## config.mk

```make
export PLATFORM = sky130hd
export DESIGN_NAME = hbridge_motor_control_logic_flat
export DESIGN_NICKNAME = d
export VERILOG_FILES = /design/src/pkg/hbridge_pkg.sv /design/src/pkg/hbridge_if.sv /design/src/hw/hbridge_motor_control_logic.sv /design/src/flat_wrapper.sv
export SDC_FILE = /design/constraint.sdc
export NUM_CORES = 1
export LEC_CHECK = 0
export BUFFER_PORTS_ARGS = -buffer_cell sky130_fd_sc_hd__buf_4
export CAP_MARGIN = 10
export CORE_ASPECT_RATIO = 1.2
export CORE_UTILIZATION = 28
export CTS_CLUSTER_DIAMETER = 120
export DETAILED_ROUTE_END_ITERATION = 8
export PLACE_DENSITY_LB_ADDON = 0.1
export SYNTH_ARGS = -nofsm -noshare
export SYNTH_HDL_FRONTEND = slang
export SYNTH_SLANG_ARGS = --single-unit
export TNS_END_PERCENT = 10
```

## constraint.sdc

```tcl
create_clock -name CLK_SYS_I -period 2.2 [get_ports CLK_SYS_I]
set_input_delay 0.44 -clock CLK_SYS_I [delete_from_list [all_inputs] [get_ports CLK_SYS_I]]
set_output_delay 0.44 -clock CLK_SYS_I [all_outputs]
set_load 0.005 [all_outputs]
```

## src/pkg/hbridge_pkg.sv

```systemverilog
/*
 * Shared constants and types for the H-bridge motor control logic and its controller end.
 * Assumes a single 200 MHz system clock for both ends.
 */
package hbridge_pkg;

   localparam int CLK_MHZ = 200;

   // Times in their own units, cycle counts derived from the clock rate
   localparam int SLEEP_ENTRY_DELAY_US = 1000;
   localparam int WAKE_HOLD_NS = 5000;
   localparam int WAKE_DELAY_US = 50;
   localparam int CHOP_OFF_TIME_US = 25;
   localparam int DEAD_INTERVAL_NS = 220;
   localparam int OVERCURRENT_DEGLITCH_NS = 1500;
   localparam int OVERCURRENT_RETRY_INTERVAL_US = 3000;

   localparam int SLEEP_CYC = SLEEP_ENTRY_DELAY_US * CLK_MHZ;
   localparam int WAKE_HOLD_CYC = (WAKE_HOLD_NS * CLK_MHZ + 999) / 1000;
   localparam int WAKE_DELAY_CYC = WAKE_DELAY_US * CLK_MHZ;
   localparam int CHOP_CYC = CHOP_OFF_TIME_US * CLK_MHZ;
   localparam int DEAD_CYC = (DEAD_INTERVAL_NS * CLK_MHZ + 999) / 1000;
   localparam int DEGLITCH_CYC = (OVERCURRENT_DEGLITCH_NS * CLK_MHZ + 999) / 1000;
   localparam int RETRY_CYC = OVERCURRENT_RETRY_INTERVAL_US * CLK_MHZ;

   localparam int CNT_W = 20;

   // Drive level of one half-bridge
   typedef enum logic [1:0] {
      HALF_OFF,
      HALF_LOW,
      HALF_HIGH
   } half_drive_t;

   // Motor commands of the controller end
   typedef enum logic [1:0] {
      CMD_COAST,
      CMD_REVERSE,
      CMD_FORWARD,
      CMD_BRAKE
   } motor_cmd_t;

endpackage

```

## src/pkg/hbridge_if.sv

```systemverilog
/*
 * Link between the controller end and the motor control logic.
 * Assumes both ends share CLK_SYS_I; the fault line is open drain, resolved here.
 */
`timescale 1ns/10ps
interface hbridge_if;
   logic dir_input_a;
   logic dir_input_b;
   logic fault_flag_low_oe;
   logic fault_flag_low;

   // Open-drain fault: low while the device drives, else pulled up
   assign fault_flag_low = ~fault_flag_low_oe;

   modport device (
      input dir_input_a,
      input dir_input_b,
      output fault_flag_low_oe
   );

   modport ctrl (
      output dir_input_a,
      output dir_input_b,
      input fault_flag_low
   );
endinterface

```

## src/hw/hbridge_motor_control_logic.sv

```systemverilog
/*
 * Control logic of an H-bridge brushed DC motor driver: mode decode, sleep,
 * current chopping, dead time and protection sequencing.
 * Assumes the analog detectors arrive asynchronously and the direction inputs
 * come from the controller over hbridge_if.
 */
`timescale 1ns/10ps
module hbridge_motor_control_logic
   import hbridge_pkg::*;
#(
   parameter int SLEEP_CYCLES = SLEEP_CYC,
   parameter int WAKE_CYCLES = WAKE_DELAY_CYC,
   parameter int RETRY_CYCLES = RETRY_CYC
) (
   input wire logic CLK_SYS_I,        // System clock
   input wire logic RST_I,            // Synchronous reset, power-up
   hbridge_if.device LINK,            // Direction inputs and fault line
   input wire logic CHOP_TRIP_I,      // Sense comparator at trip current
   input wire logic SUPPLY_LOW_I,     // Undervoltage detector
   input wire logic OVERCURRENT_I,    // Overcurrent detector
   input wire logic OVERHEAT_I,       // Over-temperature detector
   output logic HS_A_O,               // High-side switch, output a
   output logic LS_A_O,               // Low-side switch, output a
   output logic HS_B_O,               // High-side switch, output b
   output logic LS_B_O,               // Low-side switch, output b
   output logic SLEEP_O               // Sleep state
);
   import hbridge_pkg::*;

   typedef enum {ST_SLEEP, ST_WAKE, ST_RUN} pwr_t;

   ////////////////////////////////////////////////////////////////////////////////
   // Input synchronisers
   logic [5:0] sync1;
   logic [5:0] sync2;
   always_ff @(posedge CLK_SYS_I) begin
      if (RST_I) begin
         sync1 <= 6'h00;
         sync2 <= 6'h00;
      end else begin
         sync1 <= {LINK.dir_input_a, LINK.dir_input_b, CHOP_TRIP_I, SUPPLY_LOW_I,
                   OVERCURRENT_I, OVERHEAT_I};
         sync2 <= sync1;
      end
   end
   logic in_a, in_b, trip, uv, oc_raw, ot;
   assign {in_a, in_b, trip, uv, oc_raw, ot} = sync2;

   ////////////////////////////////////////////////////////////////////////////////
   // Power state: sleep, wake, run
   pwr_t pwr;
   logic [CNT_W-1:0] pwr_cnt;
   logic any_high;
   assign any_high = in_a | in_b;

   always_ff @(posedge CLK_SYS_I) begin
      if (RST_I) begin
         pwr <= ST_SLEEP;
         pwr_cnt <= '0;
      end else begin
         case (pwr)
            ST_SLEEP: begin
               // A short glitch does not wake; the hold must be uninterrupted
               if (!any_high) begin
                  pwr_cnt <= '0;
               end else if (pwr_cnt >= CNT_W'(WAKE_HOLD_CYC - 1)) begin
                  pwr <= ST_WAKE;
                  pwr_cnt <= '0;
               end else begin
                  pwr_cnt <= pwr_cnt + 1'b1;
               end
            end
            ST_WAKE: begin
               if (pwr_cnt >= CNT_W'(WAKE_CYCLES - 1)) begin
                  pwr <= ST_RUN;
                  pwr_cnt <= '0;
               end else begin
                  pwr_cnt <= pwr_cnt + 1'b1;
               end
            end
            ST_RUN: begin
               if (any_high) begin
                  pwr_cnt <= '0;
               end else if (pwr_cnt >= CNT_W'(SLEEP_CYCLES - 1)) begin
                  pwr <= ST_SLEEP;
                  pwr_cnt <= '0;
               end else begin
                  pwr_cnt <= pwr_cnt + 1'b1;
               end
            end
            default: begin
               pwr <= ST_SLEEP;
               pwr_cnt <= '0;
            end
         endcase
      end
   end

   ////////////////////////////////////////////////////////////////////////////////
   // Overcurrent deglitch and retry
   logic [CNT_W-1:0] oc_cnt;
   logic oc_retry;
   always_ff @(posedge CLK_SYS_I) begin
      if (RST_I) begin
         oc_retry <= 1'b0;
         oc_cnt <= '0;
      end else if (oc_retry) begin
         if (oc_cnt >= CNT_W'(RETRY_CYCLES - 1)) begin
            oc_retry <= 1'b0;
            oc_cnt <= '0;
         end else begin
            oc_cnt <= oc_cnt + 1'b1;
         end
      end else if (oc_raw) begin
         // Re-arms after each retry, so a lasting short repeats the cycle
         if (oc_cnt >= CNT_W'(DEGLITCH_CYC)) begin
            oc_retry <= 1'b1;
            oc_cnt <= '0;
         end else begin
            oc_cnt <= oc_cnt + 1'b1;
         end
      end else begin
         oc_cnt <= '0;
      end
   end

   logic protect;
   assign protect = uv | oc_retry | ot;

   always_ff @(posedge CLK_SYS_I) begin
      if (RST_I) begin
         LINK.fault_flag_low_oe <= 1'b0;
      end else begin
         LINK.fault_flag_low_oe <= protect;
      end
   end

   ////////////////////////////////////////////////////////////////////////////////
   // Current chopping off-time
   logic chop;
   logic [CNT_W-1:0] chop_cnt;
   always_ff @(posedge CLK_SYS_I) begin
      if (RST_I) begin
         chop <= 1'b0;
         chop_cnt <= '0;
      end else if (chop) begin
         if (chop_cnt >= CNT_W'(CHOP_CYC - 1)) begin
            chop <= 1'b0;
            chop_cnt <= '0;
         end else begin
            chop_cnt <= chop_cnt + 1'b1;
         end
      end else if (trip && pwr == ST_RUN && !protect && any_high) begin
         chop <= 1'b1;
      end
   end

   ////////////////////////////////////////////////////////////////////////////////
   // Target drive per half-bridge
   half_drive_t want_a, want_b;
   always_comb begin
      want_a = HALF_OFF;
      want_b = HALF_OFF;
      if (pwr == ST_RUN && !protect) begin
         if (chop) begin
            want_a = HALF_LOW;
            want_b = HALF_LOW;
         end else begin
            case ({in_a, in_b})
               2'b01: begin
                  want_a = HALF_LOW;
                  want_b = HALF_HIGH;
               end
               2'b10: begin
                  want_a = HALF_HIGH;
                  want_b = HALF_LOW;
               end
               2'b11: begin
                  want_a = HALF_LOW;
                  want_b = HALF_LOW;
               end
               default: begin
                  want_a = HALF_OFF;
                  want_b = HALF_OFF;
               end
            endcase
         end
      end
   end

   ////////////////////////////////////////////////////////////////////////////////
   // Dead-time insertion, one per half-bridge
   half_drive_t want [2];
   logic [1:0] hs, ls;
   assign want[0] = want_a;
   assign want[1] = want_b;

   for (genvar g = 0; g < 2; g++) begin : g_half
      half_drive_t cur;
      logic [7:0] dead_cnt;
      always_ff @(posedge CLK_SYS_I) begin
         if (RST_I) begin
            cur <= HALF_OFF;
            dead_cnt <= 8'h00;
         end else if (want[g] == HALF_OFF) begin
            // Disabling is immediate; protection must never wait
            cur <= HALF_OFF;
            dead_cnt <= 8'(DEAD_CYC);
         end else if (want[g] != cur) begin
            if (cur != HALF_OFF) begin
               cur <= HALF_OFF;
               dead_cnt <= 8'(DEAD_CYC - 1);
            end else if (dead_cnt != 8'h00) begin
               dead_cnt <= dead_cnt - 1'b1;
            end else begin
               cur <= want[g];
            end
         end
      end
      assign hs[g] = (cur == HALF_HIGH);
      assign ls[g] = (cur == HALF_LOW);
   end

   assign HS_A_O = hs[0];
   assign LS_A_O = ls[0];
   assign HS_B_O = hs[1];
   assign LS_B_O = ls[1];
   assign SLEEP_O = (pwr == ST_SLEEP);
endmodule

```

## src/flat_wrapper.sv

```systemverilog
// flat-port wrapper written by rule: the top's interface ports become plain ports
module hbridge_motor_control_logic_flat import hbridge_pkg::*;
#(
   parameter int SLEEP_CYCLES = SLEEP_CYC,
   parameter int WAKE_CYCLES = WAKE_DELAY_CYC,
   parameter int RETRY_CYCLES = RETRY_CYC
)
  (CLK_SYS_I, RST_I, CHOP_TRIP_I, SUPPLY_LOW_I, OVERCURRENT_I, OVERHEAT_I, HS_A_O, LS_A_O, HS_B_O, LS_B_O, SLEEP_O, LINK_dir_input_a, LINK_dir_input_b, LINK_fault_flag_low_oe);
  hbridge_if LINK_i ();
  input wire logic CLK_SYS_I;
  input wire logic RST_I;
  input wire logic CHOP_TRIP_I;
  input wire logic SUPPLY_LOW_I;
  input wire logic OVERCURRENT_I;
  input wire logic OVERHEAT_I;
  output logic HS_A_O;
  output logic LS_A_O;
  output logic HS_B_O;
  output logic LS_B_O;
  output logic SLEEP_O;
  input wire logic [$bits(LINK_i.dir_input_a)-1:0] LINK_dir_input_a;
  input wire logic [$bits(LINK_i.dir_input_b)-1:0] LINK_dir_input_b;
  output wire logic [$bits(LINK_i.fault_flag_low_oe)-1:0] LINK_fault_flag_low_oe;
  assign LINK_i.dir_input_a = LINK_dir_input_a;
  assign LINK_i.dir_input_b = LINK_dir_input_b;
  assign LINK_fault_flag_low_oe = LINK_i.fault_flag_low_oe;
  hbridge_motor_control_logic #(.SLEEP_CYCLES(SLEEP_CYCLES), .WAKE_CYCLES(WAKE_CYCLES), .RETRY_CYCLES(RETRY_CYCLES)) u_core (.CLK_SYS_I(CLK_SYS_I), .RST_I(RST_I), .LINK(LINK_i), .CHOP_TRIP_I(CHOP_TRIP_I), .SUPPLY_LOW_I(SUPPLY_LOW_I), .OVERCURRENT_I(OVERCURRENT_I), .OVERHEAT_I(OVERHEAT_I), .HS_A_O(HS_A_O), .LS_A_O(LS_A_O), .HS_B_O(HS_B_O), .LS_B_O(LS_B_O), .SLEEP_O(SLEEP_O));
endmodule
```

* Word level (Yosys, flattened, before mapping)
Cells that the tools add are included.
** Word-level totals
- Input port bits :: 8
- Bits in registers :: 127
** Cells by class
- Equal/unequal tests :: 19
- Reduce and logical (&&, ||, !) cells :: 30
- Mux-type cells :: 42
- Bitwise gates (word level) :: 3
- $lt $le $gt $ge :: 6
- $add $sub $neg :: 5
** Operators with widths (number)
- $mux 20 :: 10
- $mux 32 :: 5
- $pmux 32 s3 :: 1
- $logic_not 32->1 :: 2
- $add 20x1->20 const B :: 3
- $pmux 20 s3 :: 1
- $eq 32x1->1 const B :: 1
- $eq 32x2->1 const B :: 1
- $eq 32x3->1 const B :: 1
- $mux 8 :: 4
- $mux 6 :: 4
- $ge 20x10->1 const B :: 1
- $ge 20x13->1 const B :: 1
- $ge 20x14->1 const B :: 1
- $ge 20x18->1 const B :: 1
- $ge 20x20->1 const B :: 1
- $ge 20x9->1 const B :: 1
- $mux 2 :: 8
- $reduce_bool 8->1 :: 2
- $sub 8x1->8 const B :: 2
- $ne 2x1->1 const B :: 6
- $reduce_and 2->1 :: 6
- $reduce_bool 2->1 :: 6
- $eq 2x2->1 const B :: 4
- other kinds (12) :: 32

* Depth between registers and ports, before layout
- Depth after elaboration :: 8
- Depth in mapped cells :: 7
- Mapped depth without buffers :: 7

* Worst setup path after synthesis
No wires, ideal clock.
- Path type :: reg-to-reg
- Start point :: reg u_core.g_half[1].dead_cnt[0]
- End point :: reg u_core.g_half[1].dead_cnt[0]
- Library setup time :: 0.118 ns
- Stages on the path, launching flop included :: 8
- Setup slack :: 0.099 ns
- Arrival :: 1.983 ns
- Clock period less this slack :: 2.101 ns
- Data required time :: 2.082 ns
- Path buffers :: 0
- Path through :: dfxtp_1 -> inv_1 -> ha_1 -> or3b_1 -> or4b_4 -> a21oi_2 -> nor2_1 -> o2111a_1
** Between the ends
- Longest elaborated chain between the ends :: 3
- Elaborated cells on any way between the ends :: 6
- Classes of those cells :: add/sub: 1; mux: 2; reduce/logical: 3
** Ends and longest elaborated chain
- start, declared :: line hbridge_motor_control_logic.sv:200 : logic [7:0] dead_cnt;
- start signal, assigned :: line hbridge_motor_control_logic.sv:208 : dead_cnt <= 8'(DEAD_CYC);
- start signal, assigned :: line hbridge_motor_control_logic.sv:212 : dead_cnt <= 8'(DEAD_CYC - 1);
- start signal, assigned :: line hbridge_motor_control_logic.sv:214 : dead_cnt <= dead_cnt - 1'b1;
- $sub 8x1->8 / $reduce_bool 8->1 (equally long branches) :: line hbridge_motor_control_logic.sv:214, hbridge_motor_control_logic.sv:213
- $mux 8 / $reduce_bool 2->1 (equally long branches)
- $mux 8 / $reduce_and 2->1 (equally long branches)
Parallel ways exist; a longest one is shown, timed or not. The select of a mux whose other input is x is not followed.
A chain may end at the register's enable or synchronous reset.

* Final worst setup path
- Start point :: reg u_core.g_half[1].dead_cnt[1]
- End point :: reg u_core.g_half[1].dead_cnt[4]
The elaborated chain is that of the path after synthesis.

==> out/results.txt <==
Result of the run - complete, no violations
Die boundary width - 120 um
Insertion delay of the later-clocked pin in the worst-skew pair - 0.35 ns
Quantity of hold-fixing buffers added after cts - 0
# DRC - 0
Worst slack, placed - -0.0831 ns
Clk Tree Root Cell - sky130_fd_sc_hd__clkbuf_16
Number of instances in the synthesized netlist - 525
Number of clock buffers inserted by TritonCTS - 9
Count of buffers inserted at the top-level ports - 13
Via count of the first global-routing pass - 3,621
Count of final hold-check violations - 0
Max-slew headroom at the worst pin - 51.7%
Die area - 17,300 sq um
Most common flop cell mapped by yosys - sky130_fd_sc_hd__dfxtp_1
Cell chain of the critical path - inv_2, ha_4, or3b_4, or4b_4, a21oi_4, buf_4, o31ai_1, a21oi_1
Max-cap violations - 0
Count of routing violations after the opening detailed-route iteration - 176
Number of antenna-violating nets in the routed design - 0
Type of the most critical hold path - input pin to flip-flop
Cell Area, Synth - 4690 sq um
Detail-routed net length per standard cell - 14.1 um
Number of iterations in the first detailed-routing pass - 4
Worst EP arrival - 2.44 ns
GR Util All Layers - 13.4%
Final critical delay including setup and external delays - 2.16 ns
List of most frequent post-synthesis cells - sky130_fd_sc_hd__dfxtp_1 (97), sky130_fd_sc_hd__nand2_1 (40), sky130_fd_sc_hd__nor2_1 (31)
Proportion of layout cells with a drive suffix above 1 - 18.2%
Highest fanout seen on the critical path - 4
Startpoint kind of the worst setup timing path - flip-flop
Via count - 3,870
Static leakage - 0.00189 uW
Max Transition Viols Final - 0
Register clock-pin slew on the reported worst setup and hold paths - 0.07 ns
Chip Height - 144 um
Slack of the critical path - 0.0410 ns
Leading post-synthesis cells by cell area - sky130_fd_sc_hd__dfxtp_1 (41%), sky130_fd_sc_hd__a211oi_1 (4.6%), sky130_fd_sc_hd__xor2_1 (3.9%), sky130_fd_sc_hd__xnor2_1 (3.4%), sky130_fd_sc_hd__nand2_1 (3.2%)
Cell with the biggest individual delay on the critical path - sky130_fd_sc_hd__or4b_4
Antenna violations before repair - 0
Congestion Overflow GR - 0
Placed cell areas - 5220 sq um
Final net count - 576
P&R area growth vs syn - 19.2%
EDFF count, synth - 0
Startpoint-to-endpoint class of the critical path - flip-flop to flip-flop
Detail-routed via count per cell - 4.97
Achievable Freq - 463 MHz
Share of synthesized flip-flops with an asynchronous set or reset - 0%
Clock tree from TritonCTS - yes
H-tree depth - 3
Initial standard-cell utilization of the core - 28.8%
Slowest Stage Delay on Critical Path - 0.59 ns
Number of endpoints failing setup at the final stage - 0
Part of the Yosys area used for sequential elements - 41.4%
Maximum number of pins on one net before global-route repair - 48
Critical path endpoint category - flip-flop
Peak supply drop - 0.346 mV
Overall power after layout - 3620 uW
Data required time of the critical path - 2.48 ns
Final std cell area, no fill - 5590 sq um
Clk buf depth - 2
Worst hold slack - 0.312 ns
Unrepaired setup endpoints after global routing - yes
Core region area - 16,300 sq um
Measured slew at the worst slew-check pin - 0.715 ns
Cell type with the highest aggregate area in the netlist - sky130_fd_sc_hd__dfxtp_1
I/O Pins - 14
Mapped Avg Cell Area - 8.93 sq um
Worst clock skew - 0.0100 ns
Gp weighted congestion - 0.788
Post-detailed-placement half-perimeter wirelength - 7530 um
Distinct cells, synth - 67
Routed wire length - 11,000 um
Cell with the most instances after synthesis - sky130_fd_sc_hd__dfxtp_1
Pwr Density - 648 nW/um^2
Num rows - 51
Fill cell instance count of the final layout - 1,683
Sum of negative setup slack - 0 ns
Post-route fraction of the period consumed by the critical path - 98.1%
Count of antenna diodes in the layout - 0
Synth top area share - 41.4%
Synth warn - 0
Clock Sinks - 97
#FFs+latches synth - 97
Wire length of the first global-routing pass - 18,200 um
==> per-layer routing <==
| layer | vias up | track usage, % | share of wire, % |
|---|---|---|---|
| met3 | 12 | 2.06 | 2.6 |
| met4 | 0 | 6.51 | 1.9 |
| met1 | 1811 | 17.1 | 48 |
| li1 | 2001 | - | - |
| met2 | 46 | 21.9 | 47 |
| met5 | - | 0 | 0 |
==> cell families after synthesis <==
kind of cell | count (synthesis) | share of synthesized area (%)
mux | 1 | 0.240
compound gates | 117 | 19.0
fa+ha+maj | 6 | 1.60
simple gates | 223 | 26.5
flops | 97 | 41.4
buf+inv | 41 | 3.87
other cells | 1 | 0.0800
xor+xnor | 39 | 7.29
==> registers in the layout, summed over array words and instances, names as in the netlist <==
signal,flops
u_core.g_half.cur,4
u_core.oc_cnt,20
u_core.sync2,6
u_core.pwr_cnt,20
u_core.pwr,2
u_core.chop_cnt,20
u_core.sync1,6
u_core.g_half.dead_cnt,16
u_core.LINK.fault_flag_low_oe,1
u_core.chop,1
u_core.oc_retry,1
==> cells in the final DEF (no fill, tap or decap), types with 5 or more instances in the layout <==
cell type,count
sky130_fd_sc_hd__nor4_1,8
sky130_fd_sc_hd__inv_1,12
sky130_fd_sc_hd__and2_1,11
sky130_fd_sc_hd__xnor2_1,18
sky130_fd_sc_hd__nor2_1,30
sky130_fd_sc_hd__a31oi_1,10
sky130_fd_sc_hd__or4_1,5
sky130_fd_sc_hd__nor3_1,15
sky130_fd_sc_hd__buf_4,50
sky130_fd_sc_hd__clkbuf_16,9
sky130_fd_sc_hd__o21ai_0,9
sky130_fd_sc_hd__nand3_1,30
sky130_fd_sc_hd__xor2_1,21
sky130_fd_sc_hd__a211oi_2,12
sky130_fd_sc_hd__nand4_1,14
sky130_fd_sc_hd__a211oi_1,28
sky130_fd_sc_hd__a21oi_1,18
sky130_fd_sc_hd__o31ai_1,6
sky130_fd_sc_hd__nand2_1,40
sky130_fd_sc_hd__and4_1,6
sky130_fd_sc_hd__dfxtp_1,96
sky130_fd_sc_hd__and3_1,9
sky130_fd_sc_hd__nor2b_1,18
sky130_fd_sc_hd__ha_1,5
sky130_fd_sc_hd__o211ai_1,5
==> stage by stage <==
step / util (%) / std cells
2_1_floorplan: - / 526
3_3_place_gp: 32.1 / 762
3_5_place_dp: 32.1 / 762
4_1_cts: 34.0 / 778
5_1_grt: 34.4 / 779
6_report: 34.4 / 779
==> layout make-up <==
cell class,instances,area [sq um],share of cell area (%)
timing repair buffer,51,395,7.07
clock buffer,13,270,4.83
sequential,97,1940,34.8
clock inverter,3,23.8,0.425
inverter,15,56.3,1.01
multi-input combinational,388,2640,47.2
tap,212,265,4.74
==> final timing paths <==
path / endpoint / cells past startpoint / slack [ns] / start
max reg2reg: u_core.g_half[1].dead_cnt[4] / 8 / 0.04 / u_core.g_half[1].dead_cnt[1]
min: u_core.sync1[2] / 2 / 0.31 / SUPPLY_LOW_I
min reg2reg: u_core.sync2[3] / 1 / 0.44 / u_core.sync1[3]
max: u_core.g_half[1].dead_cnt[4] / 8 / 0.04 / u_core.g_half[1].dead_cnt[1]
==> report_power, final <==
| part | switching, uW | leakage [uW] | internal, uW |
|---|---|---|---|
| registers | 21.5 | 0.000788 | 1790 |
| logic | 171 | 0.000961 | 109 |
| clock network | 674 | 0.000138 | 862 |
| total | 867 | 0.00189 | 2760 |
==> critical path: cells and delay by family, from the launching register on <==
family	cells	cell delay, ns
buffers and inverters	2	0.22
AOI/OAI and AO/OA	3	0.43
DFF	1	0.33
adders and majority gates	1	0.14
and+or+nand+nor	2	0.97
==> timing repair <==
item / in CTS / in global routing
endpoints found under the setup margin: 20 / 15
setup buffers: 0 / 1
resized for setup: 2 / 13
pin swaps: 0 / 6
Power figures use the tool's default switching activity.
